--- src/pkg/pbm_pkg.sv ---
// constants and types for the port b address pin multiplexer
// Function
// - port b upper pins serve as port pins or address outputs a15..a13.
// - modes 4-6, enable field 1xxx drives a15 on pin 7, direction ignored.
// - modes 4-6, enable field 0111 or 1xxx drives a14 on pin 6.
// - modes 4-6, enable field 011x or 1xxx drives a13 on pin 5.
// - modes 4-6 non-address pins follow direction bit: 0 input, 1 output.
// - mode 7 ignores enable field; direction bit alone picks input or output.
package pbm_pkg;
    // =========================================
    // register map, byte addresses
    localparam logic [11:0] PBM_ADDR_CTRL = 12'h000;
    localparam logic [11:0] PBM_ADDR_DIR = 12'h004;
    localparam logic [11:0] PBM_ADDR_DATA = 12'h008;
    localparam logic [11:0] PBM_ADDR_PINS = 12'h00C;
    localparam logic [11:0] PBM_ADDR_FUNC = 12'h010;
    // =========================================
    // field layout and reset values
    localparam int PBM_AE_W = 4;
    localparam int PBM_NPIN = 3;
    localparam int PBM_MODE_W = 3;
    localparam logic [3:0] PBM_AE_RST = 4'h0;
    localparam logic [2:0] PBM_DIR_RST = 3'h0;
    localparam logic [2:0] PBM_DATA_RST = 3'h0;
    localparam logic [2:0] PBM_MODE_SC = 3'h7;
    localparam logic [2:0] PBM_MODE_EXP_LO = 3'h4;
    localparam logic [3:0] PBM_AE_A14 = 4'h7;
    localparam logic [2:0] PBM_AE_A13_HI = 3'h3;
    localparam logic [31:0] PBM_RD_ZERO = 32'h0000_0000;
    // =========================================
    // bit positions and widths used by the selection logic
    localparam int PBM_DATA_W = 32;
    localparam int PBM_AE_ALL_BIT = 3;
    localparam int PBM_AE_PAIR_MSB = 3;
    localparam int PBM_AE_PAIR_LSB = 1;
    localparam int PBM_ABUS_PIN_MSB = 15;
    localparam int PBM_ABUS_PIN_LSB = 13;
    localparam int PBM_PIN7 = 2;
    localparam int PBM_PIN6 = 1;
    localparam int PBM_PIN5 = 0;
endpackage : pbm_pkg

--- src/pbm_pin_sel.sv ---
// per-pin output select between address line and port data
`timescale 1ns/10ps
module pbm_pin_sel
    import pbm_pkg::*;
(
    input wire logic addr_sel,
    input wire logic addr_bit,
    input wire logic dir_bit,
    input wire logic data_bit,
    output logic pin_out,
    output logic pin_oe_n
);
    // address function overrides the direction bit
    assign pin_out = addr_sel ? addr_bit : data_bit;
    assign pin_oe_n = ~(addr_sel | dir_bit);
endmodule : pbm_pin_sel

--- src/pbm_top.sv ---
// port b upper-pin address multiplexer with apb register access
`timescale 1ns/10ps
module pbm_top
    import pbm_pkg::*;
(
    input wire logic pclk,
    input wire logic presetn,
    input wire logic psel,
    input wire logic penable,
    input wire logic pwrite,
    input wire logic [11:0] paddr,
    input wire logic [31:0] pwdata,
    output logic [31:0] prdata,
    output logic pready,
    output logic pslverr,
    input wire logic [2:0] op_mode,
    input wire logic [15:9] addr_bus,
    input wire logic [2:0] pin_in,
    output logic [2:0] pin_out,
    output logic [2:0] pin_oe_n
);

    // =========================================
    // declarations
    // software-visible state
    logic [PBM_AE_W-1:0] ae_r;
    logic [PBM_NPIN-1:0] dir_r;
    logic [PBM_NPIN-1:0] data_r;
    logic [PBM_DATA_W-1:0] prdata_r;

    // next values of the software-visible state
    logic [PBM_AE_W-1:0] ae_nxt;
    logic [PBM_NPIN-1:0] dir_nxt;
    logic [PBM_NPIN-1:0] data_nxt;
    logic [PBM_DATA_W-1:0] prdata_nxt;

    // synchroniser stages for the inputs from outside the clock domain
    logic [PBM_MODE_W-1:0] mode_s1_r;
    logic [PBM_MODE_W-1:0] mode_r;
    logic [PBM_NPIN-1:0] pin_s1_r;
    logic [PBM_NPIN-1:0] pin_r;

    // apb request decode
    logic access;
    logic wr;
    logic rd;
    logic hit_ctrl;
    logic hit_dir;
    logic hit_data;
    logic hit_pins;
    logic hit_func;
    logic hit_any;
    logic wr_ctrl;
    logic wr_dir;
    logic wr_data;

    // read words, one per register
    logic [PBM_DATA_W-1:0] rd_ctrl;
    logic [PBM_DATA_W-1:0] rd_dir;
    logic [PBM_DATA_W-1:0] rd_data;
    logic [PBM_DATA_W-1:0] rd_pins;
    logic [PBM_DATA_W-1:0] rd_func;
    logic [PBM_DATA_W-1:0] rd_mux;

    // mode and address-enable decode
    logic mode_in_range;
    logic mode_is_sc;
    logic expanded;
    logic ae_all;
    logic ae_a14;
    logic ae_a13;
    logic [PBM_NPIN-1:0] addr_sel;
    logic [PBM_NPIN-1:0] addr_bits;

    // =========================================
    // apb request decode
    assign access = psel & penable;
    assign wr = access & pwrite;
    assign rd = access & ~pwrite;
    assign hit_ctrl = (paddr == PBM_ADDR_CTRL);
    assign hit_dir = (paddr == PBM_ADDR_DIR);
    assign hit_data = (paddr == PBM_ADDR_DATA);
    assign hit_pins = (paddr == PBM_ADDR_PINS);
    assign hit_func = (paddr == PBM_ADDR_FUNC);
    assign hit_any = hit_ctrl | hit_dir | hit_data | hit_pins | hit_func;
    // read-only and unmapped addresses get no write strobe, so such writes are dropped
    assign wr_ctrl = wr & hit_ctrl;
    assign wr_dir = wr & hit_dir;
    assign wr_data = wr & hit_data;

    // =========================================
    // apb response
    // zero-wait slave; unmapped addresses answer with an error
    assign pready = 1'b1;
    assign pslverr = access & ~hit_any;
    assign prdata = prdata_r;

    // =========================================
    // read data
    // unused upper bits read as zero so software may compare whole words
    assign rd_ctrl = {{(PBM_DATA_W-PBM_AE_W){1'b0}}, ae_r};
    assign rd_dir = {{(PBM_DATA_W-PBM_NPIN){1'b0}}, dir_r};
    assign rd_data = {{(PBM_DATA_W-PBM_NPIN){1'b0}}, data_r};
    assign rd_pins = {{(PBM_DATA_W-PBM_NPIN){1'b0}}, pin_r};
    assign rd_func = {{(PBM_DATA_W-PBM_MODE_W-PBM_NPIN){1'b0}}, mode_r, addr_sel};
    assign rd_mux = hit_ctrl ? rd_ctrl :
                    hit_dir ? rd_dir :
                    hit_data ? rd_data :
                    hit_pins ? rd_pins :
                    hit_func ? rd_func :
                    PBM_RD_ZERO;

    // =========================================
    // next-state values
    assign ae_nxt = wr_ctrl ? pwdata[PBM_AE_W-1:0] : ae_r;
    assign dir_nxt = wr_dir ? pwdata[PBM_NPIN-1:0] : dir_r;
    assign data_nxt = wr_data ? pwdata[PBM_NPIN-1:0] : data_r;
    // prdata only moves on a read, so it stands until the next one
    assign prdata_nxt = rd ? rd_mux : prdata_r;

    // =========================================
    // software-visible registers
    always_ff @(posedge pclk or negedge presetn) begin
        if (!presetn) begin
            ae_r <= PBM_AE_RST;
        end else begin
            ae_r <= ae_nxt;
        end
    end

    always_ff @(posedge pclk or negedge presetn) begin
        if (!presetn) begin
            dir_r <= PBM_DIR_RST;
        end else begin
            dir_r <= dir_nxt;
        end
    end

    always_ff @(posedge pclk or negedge presetn) begin
        if (!presetn) begin
            data_r <= PBM_DATA_RST;
        end else begin
            data_r <= data_nxt;
        end
    end

    always_ff @(posedge pclk or negedge presetn) begin
        if (!presetn) begin
            prdata_r <= PBM_RD_ZERO;
        end else begin
            prdata_r <= prdata_nxt;
        end
    end

    // =========================================
    // synchronisers
    // mode straps and pin levels come from outside: two stages each,
    // and only the second stage is read by any logic
    // mode resets to single-chip so no address output can glitch out of reset
    always_ff @(posedge pclk or negedge presetn) begin
        if (!presetn) begin
            mode_s1_r <= PBM_MODE_SC;
        end else begin
            mode_s1_r <= op_mode;
        end
    end

    always_ff @(posedge pclk or negedge presetn) begin
        if (!presetn) begin
            mode_r <= PBM_MODE_SC;
        end else begin
            mode_r <= mode_s1_r;
        end
    end

    always_ff @(posedge pclk or negedge presetn) begin
        if (!presetn) begin
            pin_s1_r <= PBM_DATA_RST;
        end else begin
            pin_s1_r <= pin_in;
        end
    end

    always_ff @(posedge pclk or negedge presetn) begin
        if (!presetn) begin
            pin_r <= PBM_DATA_RST;
        end else begin
            pin_r <= pin_s1_r;
        end
    end

    // =========================================
    // operating mode decode
    // modes below 4 are not expanded here; treated like single-chip
    assign mode_in_range = (mode_r >= PBM_MODE_EXP_LO);
    assign mode_is_sc = (mode_r == PBM_MODE_SC);
    assign expanded = mode_in_range & ~mode_is_sc;

    // =========================================
    // address-enable decode
    assign ae_all = ae_r[PBM_AE_ALL_BIT];
    assign ae_a14 = (ae_r == PBM_AE_A14);
    assign ae_a13 = (ae_r[PBM_AE_PAIR_MSB:PBM_AE_PAIR_LSB] == PBM_AE_A13_HI);

    // =========================================
    // function select per pin
    // the address function wins over the direction bit
    assign addr_sel[PBM_PIN7] = expanded & ae_all;
    assign addr_sel[PBM_PIN6] = expanded & (ae_all | ae_a14);
    assign addr_sel[PBM_PIN5] = expanded & (ae_all | ae_a13);
    assign addr_bits = addr_bus[PBM_ABUS_PIN_MSB:PBM_ABUS_PIN_LSB];

    // =========================================
    // per-pin drivers: pin 7, 6, 5 map to bits 2, 1, 0
    // outputs stay combinational so the address pins track the bus in the same cycle
    genvar gi;
    generate
        for (gi = 0; gi < PBM_NPIN; gi++) begin : g_pin
            pbm_pin_sel u_sel (
                .addr_sel(addr_sel[gi]),
                .addr_bit(addr_bits[gi]),
                .dir_bit(dir_r[gi]),
                .data_bit(data_r[gi]),
                .pin_out(pin_out[gi]),
                .pin_oe_n(pin_oe_n[gi])
            );
        end
    endgenerate

endmodule : pbm_top

--- config.mk ---
export PLATFORM = sky130hd
export DESIGN_NAME = pbm_top
export DESIGN_NICKNAME = d
export VERILOG_FILES = /design/src/pkg/pbm_pkg.sv /design/src/pbm_pin_sel.sv /design/src/pbm_top.sv
export SDC_FILE = /design/constraint.sdc
export NUM_CORES = 1
export LEC_CHECK = 0
export BUFFER_PORTS_ARGS = -buffer_cell sky130_fd_sc_hd__buf_2
export CAP_MARGIN = 30
export CORE_MARGIN = 4
export CORE_UTILIZATION = 38
export CTS_BUF_LIST = sky130_fd_sc_hd__clkbuf_8
export DETAILED_ROUTE_END_ITERATION = 12
export GPL_TIMING_DRIVEN = 1
export PLACE_DENSITY = 0.78
export RECOVER_POWER = 25
export SYNTH_ARGS = -nofsm -noshare
export SYNTH_HDL_FRONTEND = slang
export SYNTH_SLANG_ARGS = --single-unit
--- constraint.sdc ---
create_clock -name pclk -period 2.7 [get_ports pclk]
set_input_delay 0.54 -clock pclk [delete_from_list [all_inputs] [get_ports pclk]]
set_output_delay 0.54 -clock pclk [all_outputs]
set_load 0.1 [all_outputs]
==> metrics <==
status finished, final reports clean; Remaining DRCs 0; CTS Buf Count 3; largest net degree at the start of global routing 29; register bit total from synthesis 28; sequential share of the synthesized area 0.456; Post-Synthesis Cells 153; Logic pwr share 0.277; gr usage total 0.117; Max Clk Rate slightly below 400 MHz; vias roughly 1100; simple-gate share of the synthesized area 0.183; sw power ~0.4 mW; Tot Pwr ~1.1 mW; # clock sinks 28; DR WL/cell 12.8 µm; first-pass GRT wire length 4880 µm; Pins Over Slew Limit 0; YS warnings 0; Core Util, Final 0.462; Ports just over 100; DIE WIDTH around 72 µm; hold path depth 0; combinational family with the most area after synthesis simple AND/OR/NAND/NOR gates; Pleak slightly below 0.9 nW; vias in the first global route 1080; Final Wtd Congestion between 0.9 and 1; Synth Area in XOR/XNOR 0; R2R depth 5; most frequent cells in the layout 41 x buf_2, 27 x conb_1, 22 x dfrtp_1; CP max stage delay between 500 and 600 ps; layout cells sized above 1 0.380; worst setup path class reg2out; final HPWL from detailed placement ~2500 µm; mux contribution to synthesized area 0.0944; Vert. Die Dim approximately 70 µm; area grow syn2layout 13.1%; Final WS setup approximately 150 ps; Final Non-Filler Cells 240; internal power contribution 0.670 mW; Compound-Gate Fraction of Synth Area 0.0968; largest area contributor in the netlist dfrtp_1; clk_lat worst skew 270 ps; worst-path cell chain a21boi_1 -> nand2_1 -> nor2_1 -> mux2_2 -> buf_2; dpl ws approximately 370 ps; Starting Density 0.408; Area contributors post-synth dfrtp_1 35%, buf_4 16%, dfstp_2 10%; R2R Path End prdata[1]$_DFFE_PN0P_; syn_area_per_cell about 10 µm²; antenna violations before repair 0; Slew HR 0.0491; number of buffers added on ports 42; drt pass-1 iters 4; CTS Buffer Depth 2; Synth Area in Adders 0; DRT iter0 DRCs 53; core region area ~0.0038 mm²; Placed Cells roughly 240; row cnt 22; Power per Cell Area 604 mW/mm²; period utilisation layout 0.945; Arr. time, crit path 2010 ps; Worst Hold Launch pin_s1_r[1]$_DFF_PN0_; R2R Path Start mode_r[2]$_DFF_PN1_; Max-Cap Viols 0; Worst Path Required approximately 2200 ps; Worst Skew between 7 and 8 ps; Clock power frac 0.304; Hold Path Class reg2reg; number of fillers in the final layout about 380; post-CTS setup repair buffer count 0; area share of the largest cell type after synthesis 0.355; worst-margin pin slew about 1400 ps; H-tree Lvls 1; DR vias/cell 4.78; DIE AREA around 0.0052 mm²; slowest library cell on the worst path dfstp_2; commonest non-fill, non-tap cell in the layout buf_2; CP endpoint kind primary output; min Tclk post-route between 2000 and 3000 ps; post-layout net count 255; Hold EP pin_r[1]$_DFF_PN0_; crit-path max FO 4; CTS tree done; grt ovf 0; Synth cell types 29; crit start category flop; final setup violation count 0; Post-Syn Area roughly 0.0016 mm²; RSZ-0062 raised after global routing false; setup TNS 0 ps; ANT cells 0; Root Buffer clkbuf_8; Clk pin slew, worst setup/hold paths around 90 ps; final WL between 3000 and 4000 µm; Seq pwr share 0.419; maximum vdd drop approximately 0.33 mV; Final Hold Viols 0; Sw Ratio 0.367; R2R setup slack approximately 1200 ps; Post-DRT Antenna Nets 0
[per-stage QoR]
stage / cell area [µm²] / hold slack (ps)
2_1_floorplan: 1650 / 244
3_3_place_gp: 1680 / 333
3_5_place_dp: 1680 / 336
4_1_cts: 1760 / 274
5_1_grt: 1750 / 342
6_report: 1750 / 354
[power groups by stage]
stage	logic, mW	registers (mW)	clock network (mW)
final	0.293	0.444	0.322
after floorplan	0.226	0.498	0
after detailed placement	0.293	0.452	0
after CTS	0.294	0.445	0.332
after global placement	0.291	0.452	0
after global routing	0.305	0.447	0.348
[worst max-delay path, delay by kind of cell, from the launching register on]
family                 cells  cell delay [ps]
flip-flops                 1              540
AND/OR/NAND/NOR            2              350
multiplexers               1              340
buffers and inverters      1              290
AO/OA/AOI/OAI              1              220
[synthesized netlist by cell type (all sizes together)]
master and instances:
nor3 4, nand2 10, inv 1, a21o 1, nor2 12, nand3 3
and2 1, o21ai 14, nor4 1, mux2 13, a21boi 1, o2bb2ai 1
nor3b 2, o22ai 2, and4b 1, dfstp 6, nand4b 1, o32ai 1
dfrtp 22, nand2b 1, conb 2, clkbuf 1, nand4 4, nor2b 8
a21oi 7, buf 33
[cell type report]
class | count | area (µm²) | area share
multi-input cells | 115 | 687 | 0.392
repair buffers | 44 | 224 | 0.128
well taps | 48 | 60.1 | 0.0342
inverters | 1 | 3.75 | 0.00214
clock inverters | 1 | 30.0 | 0.0171
flip-flops and latches | 28 | 708 | 0.404
clock buffers | 3 | 41.3 | 0.0235
[cells by family (layout without fill, tap and decap cells)]
family          after synthesis  count (layout)
buf+inv                      35              49
compound gates               27              27
flops                        28              28
mux                          13              13
other cells                   2              27
simple gates                 48              48
[repair_timing]
action | CTS | global route
gates resized for setup | 0 | 1
hold buffers | 0 | 0
endpoints found under the setup margin | 0 | 1
[flip-flops by register name, summed over array words and instances, names as in the netlist]
name / count
pin_r: 3
mode_s1_r: 3
data_r: 3
prdata: 6
dir_r: 3
pin_s1_r: 3
ae_r: 4
mode_r: 3
[routing by layer]
| layer | track usage | wire, µm | vias to the layer above |
|---|---|---|---|
| met2 | 0.201 | 1570 | 52 |
| met1 | 0.150 | 1220 | 548 |
| met5 | 0 | 0 | - |
| li1 | - | - | 542 |
| met4 | 0.0418 | 33 | 0 |
| met3 | 0.0166 | 250 | 4 |
[worst max-delay path by stage]
stage,slack [ps],startpoint,end,cells past startpoint
floorplan,40,paddr[2],pslverr,5
global placement,370,paddr[7],pslverr,5
detailed placement,370,paddr[7],pslverr,5
CTS,30,mode_r[2]$_DFF_PN1_,pin_out[1],5
global route,60,mode_r[2]$_DFF_PN1_,pin_out[1],5
finish,150,mode_r[2]$_DFF_PN1_,pin_out[1],5
No activity file was read; power rests on OpenSTA's default activity.
